**config.mk**
```make
export PLATFORM = sky130hd
export DESIGN_NAME = relay_panel_operation_logic
export DESIGN_NICKNAME = d
export VERILOG_FILES = /design/src/common/panel_pkg.sv /design/src/design/relay_panel_operation_logic.sv
export SDC_FILE = /design/constraint.sdc
export NUM_CORES = 1
export LEC_CHECK = 0
export BUFFER_PORTS_ARGS = -buffer_cell sky130_fd_sc_hd__buf_2
export CORE_ASPECT_RATIO = 0.6
export CORE_MARGIN = 2
export CORE_UTILIZATION = 65
export CTS_CLUSTER_DIAMETER = 200
export CTS_CLUSTER_SIZE = 14
export DETAILED_ROUTE_END_ITERATION = 8
export PLACE_DENSITY = 0.95
export SLEW_MARGIN = 25
export SYNTH_ARGS = -nofsm -noshare
export SYNTH_HDL_FRONTEND = slang
export SYNTH_SLANG_ARGS = --single-unit
```
**constraint.sdc**
```tcl
create_clock -name CORE_CLK -period 6.6 [get_ports CORE_CLK]
set_clock_uncertainty 0.05 [all_clocks]
set_input_delay 0.33 -clock CORE_CLK [delete_from_list [all_inputs] [get_ports CORE_CLK]]
set_output_delay 0.33 -clock CORE_CLK [all_outputs]
set_load 0.01 [all_outputs]
```
**src/common/panel_pkg.sv**
```systemverilog
package panel_pkg;
  localparam int unsigned CLK_HZ = 25_000_000;
  localparam int unsigned ROTATE_S = 2;
  localparam int unsigned HOLD_S = 2;
  localparam int unsigned UNLOCK_MIN = 10;
  localparam int unsigned COMMIT_MIN = 10;
  localparam int unsigned ROTATE_CYC = CLK_HZ * ROTATE_S;
  localparam int unsigned HOLD_CYC = CLK_HZ * HOLD_S;
  localparam longint unsigned UNLOCK_CYC = longint'(CLK_HZ) * 60 * UNLOCK_MIN;
  localparam longint unsigned COMMIT_CYC = longint'(CLK_HZ) * 60 * COMMIT_MIN;
  localparam longint unsigned HOUR_CYC = longint'(CLK_HZ) * 3600;
  localparam logic [13:0] RUNLIM_MIN = 14'h000A;
  localparam logic [13:0] RUNLIM_MAX = 14'h2238;
  localparam logic [7:0] PASSWORD = 8'h00;
  localparam int unsigned HIST_DEPTH = 5;
  localparam logic [7:0] LOAD_BAR_LO = 8'h32;
  localparam logic [7:0] LOAD_BAR_HI = 8'h78;
  localparam int unsigned BLINK_CYC = CLK_HZ / 4;
  localparam logic [3:0] CAUSE_NONE = 4'h0;
  localparam logic [3:0] CAUSE_TEST = 4'hF;
  localparam logic [3:0] CAUSE_OVERLOAD = 4'h1;
  typedef enum logic [3:0] {
    SCR_MEAS, SCR_TEST, SCR_GROUP, SCR_ITEM, SCR_VALUE, SCR_PASS, SCR_EDIT, SCR_HIST, SCR_DETAIL
  } screen_e;
endpackage : panel_pkg

```
**src/design/relay_panel_operation_logic.sv**
```systemverilog
`timescale 1ns/100ps
// What this block does
// - one test/reset press while untripped shows test and forces a trip
// - test/reset while tripped clears trip and returns to measurement
// - test/reset does not test or reset a trip while the motor runs
// - enter opens group select; up/down steps; enter opens; test/reset returns
// - in a group up/down picks item, enter shows value, test/reset goes back
// - up/down on value asks password P-00; then value flickers, enter stores
// - after store enter goes to next item, test/reset to previous item
// - unlock lasts until 10 minutes without a change
// - down+up shows latest trip cause, or none when empty
// - in history up/down steps events, enter shows detail
// - history keeps five entries, oldest dropped when full
// - runtime limit 10..8760 h; reaching it raises alarm and optional contact
// - shown operating time is zero with no motor current
// - total run time is committed every 10 minutes
// - thermal build-up mode plain reset keeps heat after overload trip
// - enter+test/reset during overcurrent trip clears heat to cold
// - measurement rotates through three phases every 2 seconds
// - enter held 2 s freezes phase only if already held when measurement is re-entered; a fresh press opens group select, which stops the hold count
// - load bar spans 50..120 percent and flickers at or above 120
// - comm indicator flickers during serial activity
// - display link loss latches a fault indication
// - backup memory fault latches a fault indication
module relay_panel_operation_logic
  import panel_pkg::*;
#(
  parameter int unsigned ROT_CYC = ROTATE_CYC,
  parameter int unsigned HOLD_CYCLES = HOLD_CYC,
  parameter longint unsigned UNLOCK_CYCLES = UNLOCK_CYC,
  parameter longint unsigned COMMIT_CYCLES = COMMIT_CYC,
  parameter longint unsigned HOUR_CYCLES = HOUR_CYC,
  parameter int unsigned BLINK_CYCLES = BLINK_CYC,
  parameter int unsigned GROUPS = 2,
  parameter int unsigned ITEMS = 23
) (
  input wire logic CORE_CLK,
  input wire logic RST_N,
  input wire logic CLK_EN,
  input wire logic BTN_TEST_RESET,
  input wire logic BTN_ENTER,
  input wire logic BTN_UP,
  input wire logic BTN_DOWN,
  input wire logic MOTOR_RUNNING,
  input wire logic CURRENT_FLOWING,
  input wire logic PROT_TRIP,
  input wire logic [3:0] PROT_CAUSE,
  input wire logic THERMAL_BUILDUP_CURVE,
  input wire logic [7:0] LOAD_FACTOR,
  input wire logic COMM_ACTIVE,
  input wire logic LINK_LOST,
  input wire logic BACKUP_FAULT,
  input wire logic [13:0] RUNTIME_LIMIT_HOURS,
  input wire logic ALARM_SRC_RUNTIME,
  input wire logic [13:0] NV_RUN_HOURS,
  output logic [3:0] SCREEN,
  output logic TRIPPED,
  output logic TEST_SHOWN,
  output logic THERMAL_CLEAR,
  output logic [4:0] GROUP_SEL,
  output logic [4:0] ITEM_SEL,
  output logic [7:0] PASS_VALUE,
  output logic VALUE_FLICKER,
  output logic VALUE_INC,
  output logic VALUE_DEC,
  output logic VALUE_STORE,
  output logic UNLOCKED,
  output logic [3:0] HIST_CAUSE,
  output logic [2:0] HIST_INDEX,
  output logic [2:0] HIST_COUNT,
  output logic [1:0] PHASE_SEL,
  output logic PHASE_FLICKER,
  output logic [7:0] LOAD_BAR,
  output logic LOAD_BAR_FLICKER,
  output logic COMM_LAMP,
  output logic LINK_FAULT,
  output logic MEM_FAULT,
  output logic RUNTIME_LIMIT_ALARM,
  output logic ALARM_CONTACT,
  output logic [13:0] OP_HOURS,
  output logic [13:0] TOTAL_HOURS,
  output logic NV_COMMIT
);
  typedef struct packed {
    logic [1:0][4:0] s_te;
    logic [1:0][4:0] s_en;
    logic [1:0][4:0] s_up;
    logic [1:0][4:0] s_dn;
    logic [1:0] s_run;
    logic [1:0] s_cur;
    logic [1:0] s_trip;
    logic [1:0] s_thb;
    logic [1:0] s_com;
    logic [1:0] s_lnk;
    logic [1:0] s_mem;
    logic [3:0] p_te;
    logic [3:0] p_en;
    logic [3:0] p_up;
    logic [3:0] p_dn;
    screen_e scr;
    logic tripped;
    logic overload;
    logic heat_clr;
    logic [4:0] grp;
    logic [4:0] item;
    logic [7:0] pass;
    logic unlocked;
    logic [35:0] unlock_cnt;
    logic inc;
    logic dec;
    logic store;
    logic [HIST_DEPTH-1:0][3:0] hist;
    logic [2:0] hcnt;
    logic [2:0] hidx;
    logic [1:0] phase;
    logic frozen;
    logic [31:0] rot_cnt;
    logic [31:0] hold_cnt;
    logic [31:0] blink_cnt;
    logic blink;
    logic [7:0] bar;
    logic bar_hi;
    logic comm_lamp;
    logic link_f;
    logic mem_f;
    logic [37:0] hour_cnt;
    logic [13:0] op_h;
    logic [13:0] tot_h;
    logic [35:0] commit_cnt;
    logic commit;
    logic rt_alarm;
    logic alarm_ct;
    logic loaded;
  } state_s;

  state_s state_reg, state_next;

  function automatic logic edge_of(input logic [4:0] sync);
    edge_of = sync[1] & ~sync[2];
  endfunction : edge_of

  logic te, en, up, dn, both_ud, both_et;
  logic [4:0] raw_sync;
  logic [13:0] lim;
  always_comb begin
    state_next = state_reg;
    // two flops first; extra taps only read the second flop, for edges and combos
    state_next.s_te = {state_reg.s_te[0], state_reg.s_te[1][3:0], 1'b0};
    state_next.s_te[0] = {state_reg.s_te[0][3:0], BTN_TEST_RESET};
    state_next.s_en[0] = {state_reg.s_en[0][3:0], BTN_ENTER};
    state_next.s_up[0] = {state_reg.s_up[0][3:0], BTN_UP};
    state_next.s_dn[0] = {state_reg.s_dn[0][3:0], BTN_DOWN};
    state_next.s_run = {state_reg.s_run[0], MOTOR_RUNNING};
    state_next.s_cur = {state_reg.s_cur[0], CURRENT_FLOWING};
    state_next.s_trip = {state_reg.s_trip[0], PROT_TRIP};
    state_next.s_thb = {state_reg.s_thb[0], THERMAL_BUILDUP_CURVE};
    state_next.s_com = {state_reg.s_com[0], COMM_ACTIVE};
    state_next.s_lnk = {state_reg.s_lnk[0], LINK_LOST};
    state_next.s_mem = {state_reg.s_mem[0], BACKUP_FAULT};
    raw_sync = '0;
    state_next.p_te = {state_reg.p_te[2:0], state_reg.s_te[0][1]};
    state_next.p_en = {state_reg.p_en[2:0], state_reg.s_en[0][1]};
    state_next.p_up = {state_reg.p_up[2:0], state_reg.s_up[0][1]};
    state_next.p_dn = {state_reg.p_dn[2:0], state_reg.s_dn[0][1]};
    te = state_reg.p_te[0] & ~state_reg.p_te[1];
    en = state_reg.p_en[0] & ~state_reg.p_en[1];
    up = state_reg.p_up[0] & ~state_reg.p_up[1];
    dn = state_reg.p_dn[0] & ~state_reg.p_dn[1];
    both_ud = (up & state_reg.p_dn[0]) | (dn & state_reg.p_up[0]);
    both_et = (te & state_reg.p_en[0]) | (en & state_reg.p_te[0]);
    state_next.inc = 1'b0;
    state_next.dec = 1'b0;
    state_next.store = 1'b0;
    state_next.heat_clr = 1'b0;
    state_next.commit = 1'b0;
    // protection trip arrives: log cause, oldest dropped when full
    if (state_reg.s_trip[1] && !state_reg.tripped) begin
      state_next.tripped = 1'b1;
      state_next.overload = (PROT_CAUSE == CAUSE_OVERLOAD);
      state_next.hist = {state_reg.hist[HIST_DEPTH-2:0], PROT_CAUSE};
      if (state_reg.hcnt < 3'(HIST_DEPTH)) state_next.hcnt = state_reg.hcnt + 3'h1;
    end
    if (both_et && state_reg.tripped && !state_reg.s_run[1]) begin
      state_next.tripped = 1'b0;
      state_next.heat_clr = state_reg.overload;
      state_next.scr = SCR_MEAS;
    end else if (both_ud) begin
      state_next.scr = SCR_HIST;
      state_next.hidx = 3'h0;
    end else begin
      unique case (state_reg.scr)
        SCR_MEAS, SCR_TEST: begin
          if (te && !state_reg.s_run[1]) begin
            if (!state_reg.tripped) begin
              state_next.tripped = 1'b1;
              state_next.overload = 1'b0;
              state_next.scr = SCR_TEST;
            end else begin
              state_next.tripped = 1'b0;
              state_next.scr = SCR_MEAS;
              // plain reset keeps heat in build-up mode
              state_next.heat_clr = state_reg.overload & ~state_reg.s_thb[1];
            end
          end else if (en && state_reg.scr == SCR_MEAS) begin
            state_next.scr = SCR_GROUP;
          end else if ((up || dn) && state_reg.frozen) begin
            state_next.frozen = 1'b0;
          end
        end
        SCR_GROUP: begin
          if (te) state_next.scr = SCR_MEAS;
          else if (en) begin
            state_next.scr = SCR_ITEM;
            state_next.item = 5'h0;
          end else if (up) state_next.grp = (state_reg.grp == 5'(GROUPS - 1)) ? 5'h0 : state_reg.grp + 5'h1;
          else if (dn) state_next.grp = (state_reg.grp == 5'h0) ? 5'(GROUPS - 1) : state_reg.grp - 5'h1;
        end
        SCR_ITEM: begin
          if (te) state_next.scr = SCR_GROUP;
          else if (en) state_next.scr = SCR_VALUE;
          else if (up) state_next.item = (state_reg.item == 5'(ITEMS - 1)) ? 5'h0 : state_reg.item + 5'h1;
          else if (dn) state_next.item = (state_reg.item == 5'h0) ? 5'(ITEMS - 1) : state_reg.item - 5'h1;
        end
        SCR_VALUE: begin
          if (up || dn) begin
            state_next.scr = state_reg.unlocked ? SCR_EDIT : SCR_PASS;
            state_next.pass = 8'hFF;
          end else if (en) state_next.item = (state_reg.item == 5'(ITEMS - 1)) ? 5'h0 : state_reg.item + 5'h1;
          else if (te) state_next.item = (state_reg.item == 5'h0) ? 5'(ITEMS - 1) : state_reg.item - 5'h1;
        end
        SCR_PASS: begin
          if (up) state_next.pass = state_reg.pass + 8'h01;
          else if (dn) state_next.pass = state_reg.pass - 8'h01;
          else if (en) begin
            state_next.scr = (state_reg.pass == PASSWORD) ? SCR_EDIT : SCR_VALUE;
            state_next.unlocked = (state_reg.pass == PASSWORD);
            state_next.unlock_cnt = '0;
          end else if (te) state_next.scr = SCR_VALUE;
        end
        SCR_EDIT: begin
          state_next.inc = up;
          state_next.dec = dn;
          if (up || dn) state_next.unlock_cnt = '0;
          if (en) begin
            state_next.store = 1'b1;
            state_next.scr = SCR_VALUE;
            state_next.unlock_cnt = '0;
          end
        end
        SCR_HIST: begin
          if (te) state_next.scr = SCR_MEAS;
          else if (en && state_reg.hcnt != 3'h0) state_next.scr = SCR_DETAIL;
          else if (up && state_reg.hidx + 3'h1 < state_reg.hcnt) state_next.hidx = state_reg.hidx + 3'h1;
          else if (dn && state_reg.hidx != 3'h0) state_next.hidx = state_reg.hidx - 3'h1;
        end
        SCR_DETAIL: begin
          if (te || en) state_next.scr = SCR_HIST;
        end
      endcase
    end
    if (state_reg.unlocked && state_reg.scr != SCR_EDIT) begin
      if (state_reg.unlock_cnt >= 36'(UNLOCK_CYCLES - 1)) state_next.unlocked = 1'b0;
      else state_next.unlock_cnt = state_reg.unlock_cnt + 36'h1;
    end
    // rotation and freeze
    if (state_reg.scr == SCR_MEAS && state_reg.p_en[0] && !state_reg.frozen) begin
      if (state_reg.hold_cnt >= HOLD_CYCLES - 1) state_next.frozen = 1'b1;
      else state_next.hold_cnt = state_reg.hold_cnt + 32'h1;
    end else state_next.hold_cnt = '0;
    if (!state_reg.frozen) begin
      if (state_reg.rot_cnt >= ROT_CYC - 1) begin
        state_next.rot_cnt = '0;
        state_next.phase = (state_reg.phase == 2'h2) ? 2'h0 : state_reg.phase + 2'h1;
      end else state_next.rot_cnt = state_reg.rot_cnt + 32'h1;
    end
    if (state_reg.blink_cnt >= BLINK_CYCLES - 1) begin
      state_next.blink_cnt = '0;
      state_next.blink = ~state_reg.blink;
    end else state_next.blink_cnt = state_reg.blink_cnt + 32'h1;
    // bar clamps into its 50..120 span
    state_next.bar = (LOAD_FACTOR < LOAD_BAR_LO) ? LOAD_BAR_LO :
                     (LOAD_FACTOR > LOAD_BAR_HI) ? LOAD_BAR_HI : LOAD_FACTOR;
    state_next.bar_hi = (LOAD_FACTOR >= LOAD_BAR_HI) & state_reg.blink;
    state_next.comm_lamp = state_reg.s_com[1] & state_reg.blink;
    if (state_reg.s_lnk[1]) state_next.link_f = 1'b1;
    if (state_reg.s_mem[1]) state_next.mem_f = 1'b1;
    // run time: uncommitted part is simply lost on power loss
    if (!state_reg.loaded) begin
      state_next.loaded = 1'b1;
      state_next.tot_h = NV_RUN_HOURS;
    end
    if (state_reg.s_cur[1]) begin
      if (state_reg.hour_cnt >= 38'(HOUR_CYCLES - 1)) begin
        state_next.hour_cnt = '0;
        state_next.op_h = state_reg.op_h + 14'h1;
        state_next.tot_h = state_reg.tot_h + 14'h1;
      end else state_next.hour_cnt = state_reg.hour_cnt + 38'h1;
      if (state_reg.commit_cnt >= 36'(COMMIT_CYCLES - 1)) begin
        state_next.commit_cnt = '0;
        state_next.commit = 1'b1;
      end else state_next.commit_cnt = state_reg.commit_cnt + 36'h1;
    end else begin
      state_next.op_h = '0;
      state_next.hour_cnt = '0;
    end
    lim = (RUNTIME_LIMIT_HOURS < RUNLIM_MIN) ? RUNLIM_MIN :
          (RUNTIME_LIMIT_HOURS > RUNLIM_MAX) ? RUNLIM_MAX : RUNTIME_LIMIT_HOURS;
    state_next.rt_alarm = (state_reg.tot_h >= lim);
    state_next.alarm_ct = (state_reg.tot_h >= lim) & ALARM_SRC_RUNTIME;
    if (edge_of(raw_sync)) state_next.pass = state_next.pass;
  end

  always_ff @(posedge CORE_CLK or negedge RST_N) begin
    if (!RST_N) begin
      state_reg <= '0;
    end else if (CLK_EN) begin
      state_reg <= state_next;
    end
  end

  assign SCREEN = state_reg.scr;
  assign TRIPPED = state_reg.tripped;
  assign TEST_SHOWN = (state_reg.scr == SCR_TEST);
  assign THERMAL_CLEAR = state_reg.heat_clr;
  assign GROUP_SEL = state_reg.grp;
  assign ITEM_SEL = state_reg.item;
  assign PASS_VALUE = state_reg.pass;
  assign VALUE_FLICKER = (state_reg.scr == SCR_EDIT) & state_reg.blink;
  assign VALUE_INC = state_reg.inc;
  assign VALUE_DEC = state_reg.dec;
  assign VALUE_STORE = state_reg.store;
  assign UNLOCKED = state_reg.unlocked;
  assign HIST_CAUSE = (state_reg.hcnt == 3'h0) ? CAUSE_NONE : state_reg.hist[state_reg.hidx];
  assign HIST_INDEX = state_reg.hidx;
  assign HIST_COUNT = state_reg.hcnt;
  assign PHASE_SEL = state_reg.phase;
  assign PHASE_FLICKER = state_reg.frozen & state_reg.blink;
  assign LOAD_BAR = state_reg.bar;
  assign LOAD_BAR_FLICKER = state_reg.bar_hi;
  assign COMM_LAMP = state_reg.comm_lamp;
  assign LINK_FAULT = state_reg.link_f;
  assign MEM_FAULT = state_reg.mem_f;
  assign RUNTIME_LIMIT_ALARM = state_reg.rt_alarm;
  assign ALARM_CONTACT = state_reg.alarm_ct;
  assign OP_HOURS = state_reg.op_h;
  assign TOTAL_HOURS = state_reg.tot_h;
  assign NV_COMMIT = state_reg.commit;
endmodule : relay_panel_operation_logic

```
==> flow_metrics.py <==
metrics = {
    "synthesis": {
        "ys_seq_area_share_pct": 44.8,
        "avgSynthCellArea_um2": 9.23,
        "ys_warn_count": 0,
        "ys_ff_latch": 339,
        "syn_inst": 2051,
        "ys_types": 82,
        "synth_edf_count": 0,
        "syn_area_mm2": 0.0189,
        "synth.net_count": 2148,
        "synth-async-reset-ratio_pct": 100,
        "synth-main-ff-cell": "dfrtp_1",
    },
    "worst_setup_path": {
        "critPathKind": "reg -> reg",
        "timing.rr.end": "state_reg[165]$_DFFE_PN0P_",
        "cp_data_required_time_ns": 6.99,
        "reg2reg_slack_ns": 3.30,
        "crit_path_end_kind": "flip-flop",
        "rr_worst_depth": 5,
        "crit_start": "SCREEN[0]$_DFFE_PN0P_",
        "cp-start-kind": "flip-flop",
        "arrival_ns": 3.69,
        "reg2reg_from": "SCREEN[0]$_DFFE_PN0P_",
        "endpoint": "state_reg[165]$_DFFE_PN0P_",
        "crit_fanout": 31,
    },
    "power_and_ir_drop": {
        "peakVddDrop_mv": 0.186,
        "totalPowerFinal_mw": 5.70,
        "power.density_mw_per_mm2": 279,
        "leakage_nw": 9.36,
    },
    "final_layout": {
        "num_antenna_cells": 0,
        "drive_gt1_share_pct": 11.8,
        "seq_area_mm2": 0.00848,
        "area_growth_pct": 8.13,
        "nets": 2216,
        "multiInputGateArea_mm2": 0.00949,
        "final_cell_mix": "dfrtp_1, nor2_1, nand2_1",
        "largest_reg_flops": 237,
        "final.fill_count": 1997,
        "final_common_cell": "dfrtp_1",
    },
    "floorplan": {
        "core-area_mm2": 0.0287,
        "start_util_pct": 65.9,
        "die-area_mm2": 0.0305,
        "num_rows": 48,
        "die_y_um": 136,
        "io_pins": 141,
        "die_x_um": 224,
    },
    "placement": {
        "dp_hpwl_mm": 30.9,
        "port_buffers": 140,
        "gp_congestion": 0.953,
    },
    "clock_network": {
        "numCtsBuffers": 28,
        "cts_buffer_depth": 3,
        "cts_resized": 0,
        "clk_pin_slew_worst_paths_ns": 0.07,
        "ctsHtreeMaxLevel": 1,
        "clk_latency_ns": 0.56,
        "postCtsSetupRepairBufs": 0,
        "cts_tree": "built",
        "cts_root_buf": "clkbuf_16",
        "cts.sinks": 339,
    },
    "grt": {
        "first_global_vias": 15600,
        "grt_util_all_layers_pct": 30.8,
        "grt_pass1_wl_mm": 77.4,
        "grt_max_degree": 160,
        "antenna_found_initial": 0,
        "grt-ovfl-total": 0,
    },
    "timing": {
        "worst_pin_slew_ns": 1.01,
        "slew_viol_final": 0,
        "hold_ws_ns": 0.0325,
        "setup_violations": 0,
        "period_minus_slack_ns": 3.30,
        "setup_tns_ns": 0,
        "hold_viol_final": 0,
        "max-slew-margin-rel_pct": 33.0,
        "fmax_ghz": 0.303,
        "post-route-period-util_pct": 50.0,
        "rsz0062_at_grt": "no",
    },
    "detailed_routing": {
        "routed_wl_mm": 47.3,
        "vias": 16500,
        "drc": 0,
        "drt_iter0_drc": 2027,
        "wire_per_inst_um": 18.9,
        "via_per_inst": 6.60,
        "first_pass_iters": 7,
        "drtAntennaViolNets": 0,
    },
    "min_path": {
        "min_path_type": "in -> reg",
    },
    "status": {
        "status": "finished, final reports clean",
    },
    "flow_run": {
        "max_cap_violations": 0,
    },
}
## report_power, final
part / leakage, nW / total (mW) / internal [mW] / switching [mW]
Clock: 0.364 / 1.50 / 0.774 / 0.731
Combinational: 4.48 / 1.52 / 0.638 / 0.884
Sequential: 4.51 / 2.68 / 2.31 / 0.364
## Yosys cell counts (45+ instances only)
| master | number | share of area [%] |
|---|---|---|
| a21oi_1 | 77 | 2.0 |
| inv_1 | 45 | 0.89 |
| and3_1 | 59 | 2.0 |
| nand3_1 | 102 | 2.7 |
| nor3_1 | 54 | 1.4 |
| nor2_1 | 246 | 4.9 |
| clkbuf_1 | 57 | 1.1 |
| nand2_1 | 208 | 4.1 |
| nand4_1 | 55 | 1.8 |
| dfrtp_1 | 339 | 45 |
| xor2_1 | 76 | 3.5 |
| o21ai_0 | 105 | 2.8 |
| xnor2_1 | 46 | 2.1 |
| buf_4 | 69 | 2.7 |
## layout make-up
cell class                 instances  area share, %
tap                              375           2.29
multi-input combinational       1527           46.4
inverter                          46          0.844
clock inverter                     1         0.0795
sequential                       339           41.5
timing repair buffer             177           5.38
clock buffer                      29           3.55
## worst max-delay path: stages, from the launching register on
cell,delay [ns]
dfrtp_1,0.72
nor2_1,0.41
nand4b_1,0.82
o21ai_0,0.83
nor2_1,0.13
o22a_1,0.21
## timing repair
item                                   in CTS  in global routing
setup endpoints to repair                   0                  0
hold buffers                               29                  0
endpoints found under the hold margin     133                  0
## cells by family (layout without fill, tap and decap cells)
family | Yosys count | count (layout) | synth area share (%)
compound gates | 418 | 418 | 15.0
xor+xnor | 122 | 122 | 5.65
fa+ha+maj | 42 | 42 | 2.82
buf+inv | 185 | 253 | 5.11
flops | 339 | 339 | 44.8
mux | 57 | 57 | 3.52
simple gates | 888 | 888 | 23.1
## through the flow
step	utilization, %	area (µm²)	setup WS [ns]	std cells
finish	71.3	20500	3.30	2494
detailed placement	67.6	19400	2.95	2434
global placement	67.5	19400	3.10	2434
floorplan	-	18900	3.71	2051
global route	71.3	20500	3.11	2494
CTS	71.2	20400	3.36	2493
## how the worst min path moves through the flow
stage	from	endpoint	slack, ns	cells past startpoint
finish	NV_RUN_HOURS[7]	TOTAL_HOURS[7]$_DFFE_PN0P_	0.03	3
global route	LOAD_FACTOR[2]	LOAD_BAR[2]$_DFFE_PN0P_	0.02	2
detailed placement	RST_N	state_reg[148]$_DFFE_PN0P_	0.39	1
global placement	LINK_FAULT$_DFFE_PN0P_	LINK_FAULT$_DFFE_PN0P_	0.38	1
floorplan	RST_N	ALARM_CONTACT$_DFFE_PN0P_	-0.02	0
CTS	NV_RUN_HOURS[13]	TOTAL_HOURS[13]$_DFFE_PN0P_	0.0003	3
## routing by layer
metal / vias to the layer above / wire length, µm / track usage [%] / part of all wire, %
met5: - / 0 / 0 / 0
met1: 7903 / 20400 / 44.5 / 43
met4: 0 / 1460 / 11.1 / 3.1
met2: 956 / 21200 / 47.0 / 45
met3: 144 / 4150 / 5.53 / 8.8
li1: 7458 / - / - / -
Note: power is estimated with default switching activity, not from simulation.
